[src/cbm_defines.svh]
// constants for the branch timing, address decode and stack record block
// Summary of operation
// - bit-to-carry logic and bit complement: 2 cycles
// - carry branches: 2 cycles, 3 when taken
// - bit branches 3/4; clearing form clears when taken
// - indirect compare 4/5; other compares 3/4
// - decrement branch: direct 3/4, bank register 2/3
// - table jump to acc plus data pointer: 3
// - relative operand: signed 8-bit, from next instruction
// - page target: 11 bits inside next instruction's 2K
// - full target: 16 bits anywhere in 64K
// - unused opcode behaves exactly like no-operation
// - direct low half RAM, upper half special space
// - indirect above 0x7F reaches separate upper RAM
// - flash spans 64K; top region reserved
// - program memory written only while store-enable set
// - bank registers map to bank from status bits 4:3
// - only bank registers 0 and 1 are pointers
// - bit address below 0x80 maps into bytes 0x20..0x2F
// - bit or byte access chosen by instruction type
// - stack pointer marks last used; push pre-increments
// - stack pointer at 0x81 resets to 0x07
// - 32-bit record: push 1, call 2, pops likewise
// - record overflow and underflow flagged to debug
`ifndef CBM_DEFINES_SVH
`define CBM_DEFINES_SVH
`define CBM_SP_ADDR       8'h81
`define CBM_PROGRAM_STORE_CONTROL_ADDR    8'h8f
`define CBM_SP_RESET      8'h07
`define CBM_PROGRAM_STORE_CONTROL_WE_BIT  0
`define CBM_BANK_LO_BIT   3
`define CBM_BANK_HI_BIT   4
`define CBM_BIT_BYTE_BASE 4'h2
`define CBM_RESERVED_BASE 16'hee00
`define CBM_REC_DEPTH     6'd32
`define OP_NOP            8'h00
`define OP_UNUSED         8'ha5
`define OP_CPL_BIT        8'hb2
`define OP_ANL_C_BIT      8'h82
`define OP_ANL_C_NBIT     8'hb0
`define OP_ORL_C_BIT      8'h72
`define OP_ORL_C_NBIT     8'ha0
`define OP_MOV_C_BIT      8'ha2
`define OP_MOV_BIT_C      8'h92
`define OP_JC             8'h40
`define OP_JNC            8'h50
`define OP_JB             8'h20
`define OP_JNB            8'h30
`define OP_JBC            8'h10
`define OP_LONG_CALL          8'h12
`define OP_LONG_JUMP           8'h02
`define OP_RET            8'h22
`define OP_INTERRUPT_RETURN           8'h32
`define OP_SHORT_JUMP           8'h80
`define OP_JMP_IND        8'h73
`define OP_JZ             8'h60
`define OP_JNZ            8'h70
`define OP_COMPARE_BRANCH_UNEQUAL_A_DIR     8'hb5
`define OP_COMPARE_BRANCH_UNEQUAL_A_IMM     8'hb4
`define OP_DECREMENT_BRANCH_NONZERO_DIR       8'hd5
`define OP_PUSH           8'hc0
`define OP_POP            8'hd0
`define OP_ABSOLUTE_CALL_LO       5'h11
`define OP_ABSOLUTE_JUMP_LO        5'h01
`define OP_COMPARE_BRANCH_UNEQUAL_IND_HI    7'h5b
`define OP_COMPARE_BRANCH_UNEQUAL_REG_HI    5'h17
`define OP_DECREMENT_BRANCH_NONZERO_REG_HI    5'h1b
`endif

[src/cbm_pkg.sv]
// types shared by the branch timing, address decode and stack record block
package cbm_pkg;
  typedef enum logic [1:0] {ST_IDLE = 2'b01, ST_EXEC = 2'b10} cbm_state_e;
  typedef enum logic [1:0] {
    MODE_DIRECT   = 2'h0,
    MODE_INDIRECT = 2'h1,
    MODE_BIT      = 2'h2,
    MODE_BANKREG  = 2'h3
  } cbm_mode_e;
  typedef enum logic [2:0] {
    RGN_LOWER = 3'b001,
    RGN_UPPER = 3'b010,
    RGN_SFR   = 3'b100
  } cbm_region_e;
  typedef struct packed {
    logic [7:0] opcode;
    logic [7:0] op1;
    logic [7:0] op2;
  } cbm_instr_s;
  typedef struct packed {
    logic carry;
    logic bit_val;
    logic acc_zero;
    logic cmp_unequal;
    logic dec_nonzero;
  } cbm_cond_s;
  typedef struct packed {
    cbm_mode_e  mode;
    logic [7:0] addr;
  } cbm_mreq_s;
  typedef struct packed {
    cbm_region_e region;
    logic [7:0]  addr;
    logic [2:0]  bit_pos;
    logic        bit_access;
  } cbm_mresp_s;
endpackage : cbm_pkg

[src/cbm_core.sv]
// branch timing, operand address decode, stack pointer and stack record
`timescale 1ns/1ps
`include "cbm_defines.svh"
module cbm_core (
  input  wire logic                clk,
  input  wire logic                rst,
  input  wire logic                instr_valid,
  output logic                     instr_ready,
  input  wire cbm_pkg::cbm_instr_s instr,
  input  wire logic [15:0]         pc_next,
  input  wire logic [7:0]          acc,
  input  wire logic [15:0]         data_pointer,
  input  wire cbm_pkg::cbm_cond_s  cond,
  output logic                     done,
  output logic                     branch_taken,
  output logic [15:0]              branch_target,
  output logic                     clear_bit,
  input  wire logic [7:0]          program_status_word,
  input  wire logic                mreq_valid,
  input  wire cbm_pkg::cbm_mreq_s  mreq,
  input  wire logic                ri_sel,
  output logic                     mresp_valid,
  output cbm_pkg::cbm_mresp_s      mresp,
  output logic [7:0]               ptr_reg_addr,
  input  wire logic                sfr_wr,
  input  wire logic [7:0]          sfr_addr,
  input  wire logic [7:0]          sfr_wdata,
  output logic [7:0]               sfr_rdata,
  input  wire logic                xwr_valid,
  input  wire logic [15:0]         xwr_addr,
  output logic                     pmem_wr,
  output logic                     xram_wr,
  output logic                     pmem_reserved,
  output logic [7:0]               stack_pointer,
  output logic [7:0]               stack_addr,
  output logic [31:0]              stack_record,
  output logic                     stack_overflow,
  output logic                     stack_underflow
);
  ////////////////////////////////////////////////////////////////////////////
  cbm_pkg::cbm_state_e state;
  logic [2:0]          rem;
  logic [7:0]          program_store_control;
  logic [5:0]          rec_depth;
  logic                accept;
  logic                taken;
  logic [2:0]          cycles;
  logic [15:0]         target;
  logic                is_call;
  logic                is_ret;
  logic                is_push;
  logic                is_pop;
  logic [1:0]          push_n;
  logic [1:0]          pop_n;
  logic [7:0]          op;
  logic [15:0]         rel_target;
  logic [7:0]          rel;
  logic [1:0]          bank;
  logic                sp_wr;

  assign op          = instr.opcode;
  assign bank        = program_status_word[`CBM_BANK_HI_BIT:`CBM_BANK_LO_BIT];
  assign instr_ready = (state == cbm_pkg::ST_IDLE) || (rem == 3'h1);
  assign accept      = instr_valid && instr_ready;
  assign done        = (state == cbm_pkg::ST_EXEC) && (rem == 3'h1);
  assign sp_wr       = sfr_wr && (sfr_addr == `CBM_SP_ADDR);

  ////////////////////////////////////////////////////////////////////////////
  // decode: cycle count, branch decision and target of the offered instruction
  always_comb begin
    cycles  = 3'h1;
    taken   = 1'b0;
    rel     = instr.op1;
    target  = pc_next;
    is_call = 1'b0;
    is_ret  = 1'b0;
    is_push = (op == `OP_PUSH);
    is_pop  = (op == `OP_POP);
    if (op == `OP_JB || op == `OP_JNB || op == `OP_JBC || op == `OP_DECREMENT_BRANCH_NONZERO_DIR
        || op == `OP_COMPARE_BRANCH_UNEQUAL_A_DIR || op == `OP_COMPARE_BRANCH_UNEQUAL_A_IMM
        || op[7:1] == `OP_COMPARE_BRANCH_UNEQUAL_IND_HI || op[7:3] == `OP_COMPARE_BRANCH_UNEQUAL_REG_HI) begin
      rel = instr.op2; // three-byte forms carry the offset last
    end
    case (1'b1)
      (op == `OP_NOP || op == `OP_UNUSED): cycles = 3'h1;
      (op == `OP_CPL_BIT || op == `OP_ANL_C_BIT || op == `OP_ANL_C_NBIT
       || op == `OP_ORL_C_BIT || op == `OP_ORL_C_NBIT
       || op == `OP_MOV_C_BIT || op == `OP_MOV_BIT_C): cycles = 3'h2;
      (op == `OP_JC || op == `OP_JNC): begin
        taken  = cond.carry ^ (op == `OP_JNC);
        cycles = taken ? 3'h3 : 3'h2;
      end
      (op == `OP_JZ || op == `OP_JNZ): begin
        taken  = cond.acc_zero ^ (op == `OP_JNZ);
        cycles = taken ? 3'h3 : 3'h2;
      end
      (op == `OP_JB || op == `OP_JNB || op == `OP_JBC): begin
        taken  = cond.bit_val ^ (op == `OP_JNB);
        cycles = taken ? 3'h4 : 3'h3;
      end
      (op[7:1] == `OP_COMPARE_BRANCH_UNEQUAL_IND_HI): begin
        taken  = cond.cmp_unequal;
        cycles = taken ? 3'h5 : 3'h4;
      end
      (op == `OP_COMPARE_BRANCH_UNEQUAL_A_DIR || op == `OP_COMPARE_BRANCH_UNEQUAL_A_IMM
       || op[7:3] == `OP_COMPARE_BRANCH_UNEQUAL_REG_HI): begin
        taken  = cond.cmp_unequal;
        cycles = taken ? 3'h4 : 3'h3;
      end
      (op == `OP_DECREMENT_BRANCH_NONZERO_DIR): begin
        taken  = cond.dec_nonzero;
        cycles = taken ? 3'h4 : 3'h3;
      end
      (op[7:3] == `OP_DECREMENT_BRANCH_NONZERO_REG_HI): begin
        taken  = cond.dec_nonzero;
        cycles = taken ? 3'h3 : 3'h2;
      end
      (op == `OP_SHORT_JUMP): begin
        taken  = 1'b1;
        cycles = 3'h3;
      end
      (op == `OP_JMP_IND): begin
        taken  = 1'b1;
        cycles = 3'h3;
        target = data_pointer + {8'h00, acc};
      end
      (op[4:0] == `OP_ABSOLUTE_CALL_LO || op[4:0] == `OP_ABSOLUTE_JUMP_LO): begin
        taken   = 1'b1;
        cycles  = 3'h3;
        is_call = (op[4:0] == `OP_ABSOLUTE_CALL_LO);
        target  = {pc_next[15:11], op[7:5], instr.op1};
      end
      (op == `OP_LONG_CALL || op == `OP_LONG_JUMP): begin
        taken   = 1'b1;
        cycles  = 3'h4;
        is_call = (op == `OP_LONG_CALL);
        target  = {instr.op1, instr.op2};
      end
      (op == `OP_RET || op == `OP_INTERRUPT_RETURN): begin
        cycles = 3'h5;
        is_ret = 1'b1;
      end
      (is_push || is_pop): cycles = 3'h2;
      default: cycles = 3'h1;
    endcase
  end

  // displacement counts from the byte after the branch, sign extended
  assign rel_target = pc_next + {{8{rel[7]}}, rel};

  ////////////////////////////////////////////////////////////////////////////
  always_ff @(posedge clk) begin
    if (rst) begin
      state <= cbm_pkg::ST_IDLE;
      rem   <= 3'h0;
    end else if (accept) begin
      state <= cbm_pkg::ST_EXEC;
      rem   <= cycles;
    end else begin
      case (state)
        cbm_pkg::ST_EXEC: begin
          rem <= rem - 3'h1;
          if (rem == 3'h1) begin
            state <= cbm_pkg::ST_IDLE;
          end
        end
        cbm_pkg::ST_IDLE: rem <= 3'h0;
        default: state <= cbm_pkg::ST_IDLE;
      endcase
    end
  end

  always_ff @(posedge clk) begin
    if (rst) begin
      branch_taken  <= 1'b0;
      branch_target <= 16'h0000;
      clear_bit     <= 1'b0;
    end else begin
      clear_bit <= accept && (op == `OP_JBC) && taken;
      if (accept) begin
        branch_taken <= taken;
        if (!taken) begin
          branch_target <= pc_next;
        end else if (op == `OP_JMP_IND || is_call || op == `OP_LONG_JUMP
                     || op[4:0] == `OP_ABSOLUTE_JUMP_LO) begin
          branch_target <= target;
        end else begin
          branch_target <= rel_target;
        end
      end
    end
  end

  ////////////////////////////////////////////////////////////////////////////
  // stack pointer; a software write beats an instruction's adjustment
  always_ff @(posedge clk) begin
    if (rst) begin
      stack_pointer <= `CBM_SP_RESET;
      stack_addr    <= 8'h00;
    end else if (sp_wr) begin
      stack_pointer <= sfr_wdata;
    end else if (accept) begin
      if (is_push || is_call) begin
        stack_addr <= stack_pointer + 8'h01;
      end else if (is_pop || is_ret) begin
        stack_addr <= stack_pointer;
      end
      // 8-bit arithmetic wraps on its own
      if (is_push) stack_pointer <= stack_pointer + 8'h01;
      if (is_call) stack_pointer <= stack_pointer + 8'h02;
      if (is_pop)  stack_pointer <= stack_pointer - 8'h01;
      if (is_ret)  stack_pointer <= stack_pointer - 8'h02;
    end
  end

  always_ff @(posedge clk) begin
    if (rst) begin
      program_store_control <= 8'h00;
    end else if (sfr_wr && sfr_addr == `CBM_PROGRAM_STORE_CONTROL_ADDR) begin
      program_store_control <= sfr_wdata;
    end
  end

  always_ff @(posedge clk) begin
    if (rst) begin
      sfr_rdata <= 8'h00;
    end else begin
      case (sfr_addr)
        `CBM_SP_ADDR:    sfr_rdata <= stack_pointer;
        `CBM_PROGRAM_STORE_CONTROL_ADDR: sfr_rdata <= program_store_control;
        default:         sfr_rdata <= 8'h00;
      endcase
    end
  end

  ////////////////////////////////////////////////////////////////////////////
  // stack record; a software step of the pointer by one counts as push or pop
  always_comb begin
    push_n = 2'h0;
    pop_n  = 2'h0;
    if (sp_wr) begin
      if (sfr_wdata == stack_pointer + 8'h01) push_n = 2'h1;
      if (sfr_wdata == stack_pointer - 8'h01) pop_n  = 2'h1;
    end else if (accept) begin
      if (is_push) push_n = 2'h1;
      if (is_call) push_n = 2'h2;
      if (is_pop)  pop_n  = 2'h1;
      if (is_ret)  pop_n  = 2'h2;
    end
  end

  always_ff @(posedge clk) begin
    if (rst) begin
      stack_record    <= 32'h0000_0000;
      rec_depth       <= 6'h00;
      stack_overflow  <= 1'b0;
      stack_underflow <= 1'b0;
    end else begin
      stack_overflow  <= 1'b0;
      stack_underflow <= 1'b0;
      if (push_n != 2'h0) begin
        // call records are 1s, data pushes 0s
        stack_record <= (push_n == 2'h2) ? {stack_record[29:0], 2'b11}
                                         : {stack_record[30:0], 1'b0};
        if (rec_depth + {4'h0, push_n} > `CBM_REC_DEPTH) begin
          stack_overflow <= 1'b1;
          rec_depth      <= `CBM_REC_DEPTH;
        end else begin
          rec_depth <= rec_depth + {4'h0, push_n};
        end
      end else if (pop_n != 2'h0) begin
        stack_record <= stack_record >> pop_n;
        if (rec_depth < {4'h0, pop_n}) begin
          stack_underflow <= 1'b1;
          rec_depth       <= 6'h00;
        end else begin
          rec_depth <= rec_depth - {4'h0, pop_n};
        end
      end
    end
  end

  ////////////////////////////////////////////////////////////////////////////
  // operand address decode, one cycle of latency
  always_ff @(posedge clk) begin
    if (rst) begin
      mresp_valid  <= 1'b0;
      mresp        <= '{region: cbm_pkg::RGN_LOWER, addr: 8'h00, bit_pos: 3'h0,
                        bit_access: 1'b0};
      ptr_reg_addr <= 8'h00;
    end else begin
      mresp_valid  <= mreq_valid;
      ptr_reg_addr <= {3'h0, bank, 2'h0, ri_sel};
      if (mreq_valid) begin
        mresp.bit_access <= (mreq.mode == cbm_pkg::MODE_BIT);
        mresp.bit_pos    <= mreq.addr[2:0];
        mresp.addr       <= mreq.addr;
        case (mreq.mode)
          cbm_pkg::MODE_DIRECT:
            mresp.region <= mreq.addr[7] ? cbm_pkg::RGN_SFR : cbm_pkg::RGN_LOWER;
          cbm_pkg::MODE_INDIRECT:
            mresp.region <= mreq.addr[7] ? cbm_pkg::RGN_UPPER : cbm_pkg::RGN_LOWER;
          cbm_pkg::MODE_BANKREG: begin
            mresp.region <= cbm_pkg::RGN_LOWER;
            mresp.addr   <= {3'h0, bank, mreq.addr[2:0]};
          end
          cbm_pkg::MODE_BIT: begin
            if (mreq.addr[7]) begin
              mresp.region <= cbm_pkg::RGN_SFR;
              mresp.addr   <= {mreq.addr[7:3], 3'h0};
            end else begin
              mresp.region <= cbm_pkg::RGN_LOWER;
              mresp.addr   <= {`CBM_BIT_BYTE_BASE, mreq.addr[6:3]};
            end
          end
          default: mresp.region <= cbm_pkg::RGN_LOWER;
        endcase
      end
    end
  end

  ////////////////////////////////////////////////////////////////////////////
  // data-space writes go to flash only while store-enable is set
  always_ff @(posedge clk) begin
    if (rst) begin
      pmem_wr       <= 1'b0;
      xram_wr       <= 1'b0;
      pmem_reserved <= 1'b0;
    end else begin
      pmem_wr       <= xwr_valid && program_store_control[`CBM_PROGRAM_STORE_CONTROL_WE_BIT];
      xram_wr       <= xwr_valid && !program_store_control[`CBM_PROGRAM_STORE_CONTROL_WE_BIT];
      pmem_reserved <= xwr_valid && program_store_control[`CBM_PROGRAM_STORE_CONTROL_WE_BIT]
                       && (xwr_addr >= `CBM_RESERVED_BASE);
    end
  end
endmodule : cbm_core

[config.mk]
export PLATFORM = sky130hd
export DESIGN_NAME = cbm_core
export DESIGN_NICKNAME = d
export VERILOG_FILES = /design/src/cbm_pkg.sv /design/src/cbm_core.sv
export VERILOG_INCLUDE_DIRS = /design/src
export SDC_FILE = /design/constraint.sdc
export NUM_CORES = 1
export LEC_CHECK = 0
export BUFFER_PORTS_ARGS = -buffer_cell sky130_fd_sc_hd__buf_2
export CAP_MARGIN = 15
export CORE_ASPECT_RATIO = 1.25
export CORE_MARGIN = 5
export CORE_UTILIZATION = 49
export CTS_BUF_LIST = sky130_fd_sc_hd__clkbuf_8 sky130_fd_sc_hd__clkbuf_16
export DETAILED_ROUTE_END_ITERATION = 16
export GPL_TIMING_DRIVEN = 1
export PLACE_DENSITY = 0.84
export SYNTH_ARGS = -nofsm -noshare
export SYNTH_HDL_FRONTEND = slang
export SYNTH_SLANG_ARGS = --single-unit
[constraint.sdc]
create_clock -name clk -period 4.05 [get_ports clk]
set_input_delay 0.6075 -clock clk [delete_from_list [all_inputs] [get_ports clk]]
set_output_delay 0.6075 -clock clk [all_outputs]
set_load 0.005 [all_outputs]
==> results of run 1 <==
[routing by layer]
metal,GRT usage (%),up-vias,routed length [microns]
met1,29.79,4756,11020
li1,-,4832,-
met3,4.864,108,2415
met4,12.82,2,1177
met2,46.07,549,14540
met5,0,-,10
[kinds of logic after synthesis]
family / count (synthesis) / synth area share [%]
adder cells (fa/ha/maj): 38 / 5.599
buffers and inverters: 119 / 5.696
AO/OA/AOI/OAI: 411 / 31.61
other: 1 / 0.04153
multiplexers: 29 / 3.520
flip-flops: 117 / 25.94
XOR/XNOR: 56 / 5.432
AND/OR/NAND/NOR: 401 / 22.16
[through the flow]
step                      instances  utilization (%)
after global placement         1596            58.68
after CTS                      1628            62.05
after detailed placement       1596            58.68
after floorplan                1176                -
after global routing           1629            62.27
final                          1629            62.27
[timing repair]
item / CTS / global route
gates resized for setup: 0 / 8
setup buffers: 0 / 1
endpoints found under the setup margin: 0 / 5
[synthesized netlist by cell type (5+ instances only)]
cell        n  area, sq um
a211oi_1   40        300.3
a21o_1      8        60.06
a21oi_1    91        455.4
a221oi_1    8        70.07
a222oi_1   13        130.1
a22o_1     47        411.6
a22oi_1    20        150.1
a311oi_1   13        113.9
a31oi_1    19        118.9
and2_1      6        37.54
and3_1     11        68.82
buf_2      21        105.1
buf_4       7        52.55
clkbuf_1   61        229.0
dfxtp_1   117         2342
ha_1       34        425.4
inv_1      24        90.09
mux2_2      8        90.09
mux2i_1    19        190.2
nand2_1    99        371.6
nand2b_1   11        68.82
nand3_1    35        175.2
nand3b_1    6        45.04
nand4_1    13        81.33
nor2_1    117        439.2
nor2b_1    17        106.4
nor3_1     33        165.2
nor3b_1     7        52.55
nor4_1      7        43.79
o211ai_1   16        120.1
o21ai_0    71        355.3
o22a_1      9        78.83
or2_2       5        31.28
or3_1       9        56.30
xnor2_1    37        324.1
xor2_1     19        166.4
[sequential cells by signal (all words and copies together), names as in the netlist]
register and cells:
ptr_reg_addr 3, pmem_wr 1, clear_bit 1, stack_addr 8
mresp 15, pmem_reserved 1, branch_target 16, state 2
xram_wr 1, sfr_rdata 8, stack_overflow 1, branch_taken 1
mresp_valid 1, rec_depth 6, stack_record 32, stack_underflow 1
rem 3, program_store_control 8, stack_pointer 8
[area by class of cell]
cell class	instances	area [sq um]	area share, %
clock inverters	15	183.9	1.632
well taps	228	285.3	2.531
repair buffers	286	1637	14.52
clock buffers	17	425.4	3.775
flip-flops and latches	117	2344	20.79
multi-input cells	940	6297	55.88
inverters	26	97.59	0.8660
[final timing paths]
check,end,startpoint,slack [ns]
max reg2reg,rec_depth[2],stack_pointer[1],0.21
min reg2reg,program_store_control[2],program_store_control[2],0.45
min,ptr_reg_addr[0],ri_sel,0.41
max,rec_depth[2],stack_pointer[1],0.21
[power groups by stage]
stage	Sequential [mW]	Combinational [mW]	Clock (mW)
after global placement	1.26	0.653	0
after floorplan	1.25	0.420	0
after global routing	1.24	0.747	1.65
final	1.23	0.683	1.57
after detailed placement	1.26	0.671	0
after CTS	1.23	0.675	1.58
==> results by stage, run 1 <==
Synth:
- The fraction of registers with async set/reset is 0%.
- The total of flip-flops plus latches after synthesis is 117.
- The count of different cell masters after synthesis is 84.
- The count of flip-flops with a built-in enable after synthesis is 0.
- In this run the mean area of a mapped cell was roughly 7.7 sq um.
- For this run, the register share of the synthesized area comes to between 20% and 30%.
- The mapped netlist covers 9029 sq um.
- The number of instances in the synthesized netlist is 1,172.
- The warning count from the yosys run is 0.
- The most frequently used flop master after synthesis is dfxtp_1.

Cells and area:
- The share of post-route cells with drive strength above 1 is a little over a quarter.
- From synthesis to final layout, the design area changed by 24.82%.
- The library cell used most frequently in the layout, excluding fill and tap cells, is buf_2.
- The top cell types in the final layout, fill and taps aside, are 209 x buf_2, 116 x nor2_1, 116 x dfxtp_1.
- The count of filler cells inserted in the layout is roughly 1.6k.
- The number of nets in the final layout is roughly 1.6k.
- The final design area excluding fillers is 11,270 sq um.
- The number of antenna repair diodes is 0.

Drt:
- The pre-antenna-repair detailed-routing pass consisted of 6 iterations.
- In the final routed layout, each cell accounts on average for roughly 18 microns.
- The number of nets with antenna violations after routing is 0.
- The final route contains 10.25k vias.
- The via density per instance is 6.290.
- The number of DRC violations after detailed-routing iteration 0 is just under 900.
- After detailed routing, the total wire length is 29,160 microns.
- The remaining routing DRC violations is 0.

STA:
- The max-slew violation count is 0.
- The accumulated negative setup slack is 0 ns.
- Between clock sinks in the finished design, the worst skew comes to between 0.009 and 0.01 ns.
- The worst-case setup margin in the final layout is approximately 0.21 ns.
- The final-report hold violation count is 0.
- The tightest hold path in the finished design has a slack of around 0.41 ns.
- For the pin with the worst max-slew slack, the measured transition is roughly 0.87 ns.
- The clock period could shrink to between 3 and 4 ns.
- Setup repair after global routing left no endpoint under its margin.
- Headroom to the max-slew limit came out at 42.29%.
- The final critical path takes up 94.69% of the cycle.
- The final number of setup-violating endpoints is 0.
- Static timing analysis puts the maximum clock frequency at roughly 260 MHz.

Worst setup path:
- Walking the worst path, the cells encountered are inv_2 -> ha_4 -> or3b_2 -> a21oi_2 -> and3b_1 -> o2111a_2 -> a21oi_4 -> inv_1 -> ha_1 -> inv_1 -> fa_2 -> or2_4 -> nor4_4 -> nor2_1 -> mux4_2 -> mux2i_1 -> nor2_1.
- The number of buffers and inverters on the critical path is 3.
- The slowest library cell on the worst path is or3b_2.
- In this run the number of cells on the critical path is 17.
- Along the worst path, the maximum fanout reaches 6.
- The data arrival time of the worst path is 4.12 ns.
- The critical path is of the reg2reg type.
- For the worst flop-to-flop path, the logic depth is 17.
- On the critical path the largest part of the delay comes from simple AND/OR/NAND/NOR gates.
- For this run, the slowest stage of the critical path takes 0.47 ns.
- The worst path required time is 4.34 ns.
- The worst setup path is launched from a flop.
- The kind of end point of the critical path is a flop.

Place:
- Summing all placed instances gives a cell area of 10,620 sq um.
- In this run the tool buffered the top-level ports with 210 buffer cells.
- The placer's final routability congestion estimate is 0.9407.
- The HPWL after detailed placement is 21,190 microns.
- OpenSTA, run right after detailed placement, puts the worst setup slack at -0.1717 ns.

Power:
- In this run the static leakage power is about 4.7 nW.
- The ratio of total power to cell area is about 310 nW/um^2.
- The internal portion of the total power is around 2.5 mW.
- In this run, the clock network consumes between 40% and 50% of the power.
- The power consumption is 3.486 mW.
- The peak supply drop is ~0.23 mV.
- The power share of the combinational group is 19.6%.
- The net switching power of the design is roughly 1.0 mW.
- Sequential cells burn 35.4% of the power.
- In this run switching power makes up roughly 29% of total power.

Die:
- The die height is roughly 160 microns.
- The horizontal extent of the die is approximately 130 microns.
- The effective utilization at floorplan is between 40% and 50%.
- The die covers roughly 21,000 sq um.
- The number of top-level design ports is 231.
- The number of core rows is 55.
- After floorplanning, the core was sized to cover around 18,000 sq um.

Run:
- The max-cap check violation count is 0.

GRT:
- The total congestion overflow is 0.
- The maximum number of pins on one net before global-route repair is 62.
- The first global-routing pass estimated ~47,000 microns of wire.
- The initial antenna violation count was 1.
- The via count of the first global-routing pass is between 9k and 10k.
- Global routing consumed, over all layers together, about a quarter of the routing resources.

Clocking:
- The total CTS buffers is 17.
- TritonCTS built the clock tree.
- The clock net in this run drives a total of 117 sinks.
- The clock root buffer master is clkbuf_16.
- The later pin in the worst-skew pair is clocked with a latency of about 0.42 ns.
- The clock slew seen by the registers of the worst setup and hold paths is approximately 0.06 ns.
- The quantity of hold-fixing buffers added after cts is 0.
- The H-tree was split into 4 levels.
- The clock passes through at most 2 buffers.

Worst hold path:
- The min-delay analysis places its worst path in the category in2reg.
- The worst hold path depth is 2.

Run status:
- The flow ran to the end, and the final reports show no timing, DRC or antenna violations.
Power figures use the tool's default switching activity.
==> run 2: changes to the inputs <==
--- a/config.mk
+++ b/config.mk
@@ -10,11 +10,12 @@
 export CAP_MARGIN = 15
 export CORE_ASPECT_RATIO = 1.25
 export CORE_MARGIN = 5
-export CORE_UTILIZATION = 49
+export CORE_UTILIZATION = 50
 export CTS_BUF_LIST = sky130_fd_sc_hd__clkbuf_8 sky130_fd_sc_hd__clkbuf_16
 export DETAILED_ROUTE_END_ITERATION = 16
 export GPL_TIMING_DRIVEN = 1
-export PLACE_DENSITY = 0.84
+export PLACE_DENSITY = 0.82
+export RECOVER_POWER = 25
 export SYNTH_ARGS = -nofsm -noshare
 export SYNTH_HDL_FRONTEND = slang
 export SYNTH_SLANG_ARGS = --single-unit
==> constraint.sdc (replaced) <==
create_clock -name clk -period 4 [get_ports clk]
set_input_delay 0.6 -clock clk [delete_from_list [all_inputs] [get_ports clk]]
set_output_delay 0.6 -clock clk [all_outputs]
set_load 0.005 [all_outputs]
==> run 2 against run 1 <==
Compared with the run above: the flow now finishes with violations (capacitance limit, slew limit); setup slack got worse by 0.036 ns; routed wire length increased by 0.67%; register-to-register slack got worse by 0.04 ns; flip-flop and latch count unchanged; critical path type unchanged.
==> results by stage, run 2 (synthesis results as in run 1) <==
Run status:
- The flow ran to the end, but the final reports show violations.
- The checks that failed: capacitance limit, slew limit.

STA:
- The part of the cycle the worst path needs is 95.51% (+0.82 points).
- Setup repair after global routing left no endpoint under its margin.
- The clock period minus final worst setup slack came to 3.821 ns (-0.01449 ns).
- The headroom to the max-slew limit is -42.29% (-85 points).
- The setup clock skew after layout came to 0.01121 ns (+0.001918 ns).
- The worst-case setup margin in the final layout is 0.1794 ns (-0.03551 ns).
- The slew at the pin closest to its max-slew limit is 2.134 ns (+1.269 ns).
- The max-slew violation count is 43 (+43).
- The worst slack on hold paths is 0.3942 ns (-0.01143 ns).
- The final number of setup-violating endpoints came to 0 (unchanged).
- The maximum clock frequency is 261.7 MHz (+0.38%).
- The final-report hold violation count came to 0 (unchanged).

Worst hold path:
- The worst hold path depth is 3 (+1).
- The kind of path behind the tightest hold check is in2reg.
- The worst hold path begins at xwr_addr[12].
- The endpoint of the worst hold path is pmem_reserved.

Cells and area:
- The final design area excluding fillers is 11,310 sq um (+0.33%).
- Ranked by flip-flop count, first place goes to stack_record.
- The number of antenna repair diodes is 0 (unchanged).
- Relative to the synthesized area, the layout overhead comes to 25.24%.
- The library cell used most frequently in the layout, excluding fill and tap cells, is buf_2.
- The utilization after layout is 62.95% (+0.69 points).
- The largest registers in the layout are stack_record (32), branch_target (16), mresp (15).
- The number of nets in the final layout is 1,565 (+0.84%).
- The count of filler cells inserted in the layout was 1,574 (-2.0%).
- Leaving out fill and tap cells, the most frequent cells in the layout are 184 x buf_2, 115 x nor2_1, 114 x dfxtp_1.
- The flip-flop count of the largest register after layout is 32 (unchanged).
- The share of post-route cells with drive strength above 1 came to 25.53% (-0.74 points).

Drt:
- The remaining routing DRC violations is 0 (unchanged).
- The post-detailed-route wirelength per cell is 17.88 microns (-0.12%).
- The length of routed wiring on met1 is 11,320 microns (+2.7%).
- The met3 layer wire length in the routed design is 2161 microns (-11%).
- The final wirelength came to 29,360 microns (+0.67%).
- The length of routed met2 wiring is 14,930 microns (+2.7%).
- The number of DRC violations after detailed-routing iteration 0 was 930 (+5.7%).
- The number of nets with antenna violations after routing came to 0 (unchanged).
- The via density per instance came to 6.211 (-1.3%).
- The via total after detailed routing came to 10.20k (-0.48%).
- The highest routed metal layer is met5.
- The number of optimization iterations in the first detailed-route pass is 6 (unchanged).

Worst setup path:
- The worst setup path is of the reg2reg kind.
- The largest stage delay on the critical path is 0.48 ns (about the same).
- The category of the worst setup path launch point is a flop.
- The critical path goes through inv_2 -> ha_2 -> or3b_2 -> a21oi_2 -> and3b_1 -> o2111a_2 -> a21oi_4 -> inv_1 -> ha_1 -> inv_1 -> fa_1 -> or2_4 -> nor4_4 -> nor2_1 -> mux4_2 -> mux2i_1 -> nor2_1.
- The buffering stage count on the worst path with inverters included is 3 (unchanged).
- The launch point of the worst reg-to-reg path is stack_pointer[2].
- The worst path required time is 4.28 ns (-0.06 ns).
- The data arrival time of the worst path is 4.10 ns (-0.02 ns).
- The slowest stage of the critical path belongs to the cell or3b_2.
- The critical path's top delay family is simple AND/OR/NAND/NOR gates.
- The logic depth of the worst path, buffers included is 17 (unchanged).
- The endpoint identified for the worst register-to-register timing path is rec_depth[2].
- STA classifies the critical path endpoint as a flop.
- The largest driver fanout on the critical path is 5 (-1).
- The register-to-register path setup slack is 0.18 ns (-0.04 ns).
- The length in cells of the worst reg-to-reg path is 17 (unchanged).

Clocking:
- The CTS tree is built.
- The quantity of hold-fixing buffers added after cts is 0 (unchanged).
- The maximum buffer depth of the clock tree is 2 (unchanged).
- The clock sink total was 117 (unchanged).
- The clock slew seen by the registers of the worst setup and hold paths was 0.05 ns (about the same).
- The root buffer cell chosen for the clock tree is clkbuf_16.
- The maximum level of the CTS H-tree came to 4 (unchanged).
- The insertion delay of the later-clocked pin in the worst-skew pair is 0.42 ns (about the same).
- The total CTS buffers is 17 (unchanged).

Die:
- The horizontal extent of the die is 130.2 microns (-0.93%).
- The effective utilization at floorplan is 50.27% (+0.38 points).
- The number of core rows is 55 (unchanged).
- The die height is 160.2 microns (-0.94%).
- The area of the die is 20,860 sq um (-1.9%).
- The core outline area is 17,960 sq um (-0.76%).
- The number of top-level design ports is 231 (unchanged).

Place:
- The placer's final routability congestion estimate was 0.9641 (+2.5%).
- The detailed-placement wirelength estimate is 21,210 microns (+0.12%).
- The post-placement worst setup slack came to -0.1790 ns (-0.007320 ns).
- The total placed instance area was 10,700 sq um (+0.78%).
- The count of buffers inserted at the top-level ports is 210 (unchanged).

Power:
- The ratio of total power to cell area is 308.2 nW/um^2 (-0.36%).
- The power consumption came to 3.485 mW (about the same).
- The leakage dissipation was 4.615 nW (-1.5%).
- The peak supply drop came to 0.2854 mV (+22%).

GRT:
- The via count of the first global-routing pass came to 9,934 (+0.29%).
- The initial antenna violation count is 1 (unchanged).
- The overall track demand over capacity in global routing came to 27.08% (+1.2 points).
- The total congestion overflow is 0 (unchanged).
- The wire length of the first global-routing pass is 47,580 microns (+0.67%).
- The maximum number of pins on one net before global-route repair is 56 (-9.7%).

Run:
- The max-cap check violation count is 1 (+1).
-- run 2: cell types whose count changed in the layout (fill, tap and decap cells not counted), moves of 3 or more --
cell / delta
buf_2: -25
ha_2: +3
clkbuf_1: +26
buf_4: +12
-- run 2: per-layer routing --
metal  track usage [%]  vias up
li1                  -     4854
met1             31.64     4807
met2             47.27      453
met3             5.152       82
met4             11.96        2
met5                 0        -
-- run 2: layout make-up --
cell class / count / area (sq um) / area share (%)
multi-input cells: 940 / 6304 / 55.75
clock buffers: 18 / 439.2 / 3.884
inverters: 26 / 97.59 / 0.8631
well taps: 228 / 285.3 / 2.523
clock inverters: 14 / 152.6 / 1.350
repair buffers: 299 / 1683 / 14.88
flip-flops and latches: 117 / 2346 / 20.75
-- run 2: report_power, final --
part	internal [mW]	leakage, nW	switching [mW]	total [mW]
Sequential	1.21	0.951	0.0389	1.25
Combinational	0.310	3.39	0.381	0.691
Clock	0.937	0.279	0.608	1.55
Total	2.46	4.61	1.03	3.48
-- run 2: how the worst max path moves through the flow --
stage	startpoint	endpoint	slack, ns
2_1_floorplan	stack_pointer[2]	rec_depth[2]	0.01
3_3_place_gp	instr[19]	rec_depth[2]	-0.14
3_5_place_dp	instr[19]	rec_depth[2]	-0.18
4_1_cts	stack_pointer[2]	rec_depth[2]	0.08
5_1_grt	stack_pointer[1]	rec_depth[2]	0.002
6_report	stack_pointer[2]	rec_depth[2]	0.18
-- run 2: what timing repair did --
action	4_1_cts	5_1_grt
endpoints found under the setup margin	0	3
setup buffers	0	2
resized for setup	0	12
-- run 2: worst min-delay path, cell delays in order --
cell and delay [ns]:
buf_2 0.08, a31oi_1 0.03, nor2_1 0.06
-- run 2: through the flow --
step | instances | setup TNS (ns)
detailed placement | 1608 | -0.9685
finish | 1642 | 0
global placement | 1608 | -0.7218
CTS | 1640 | 0
floorplan | 1176 | 0
global route | 1642 | 0
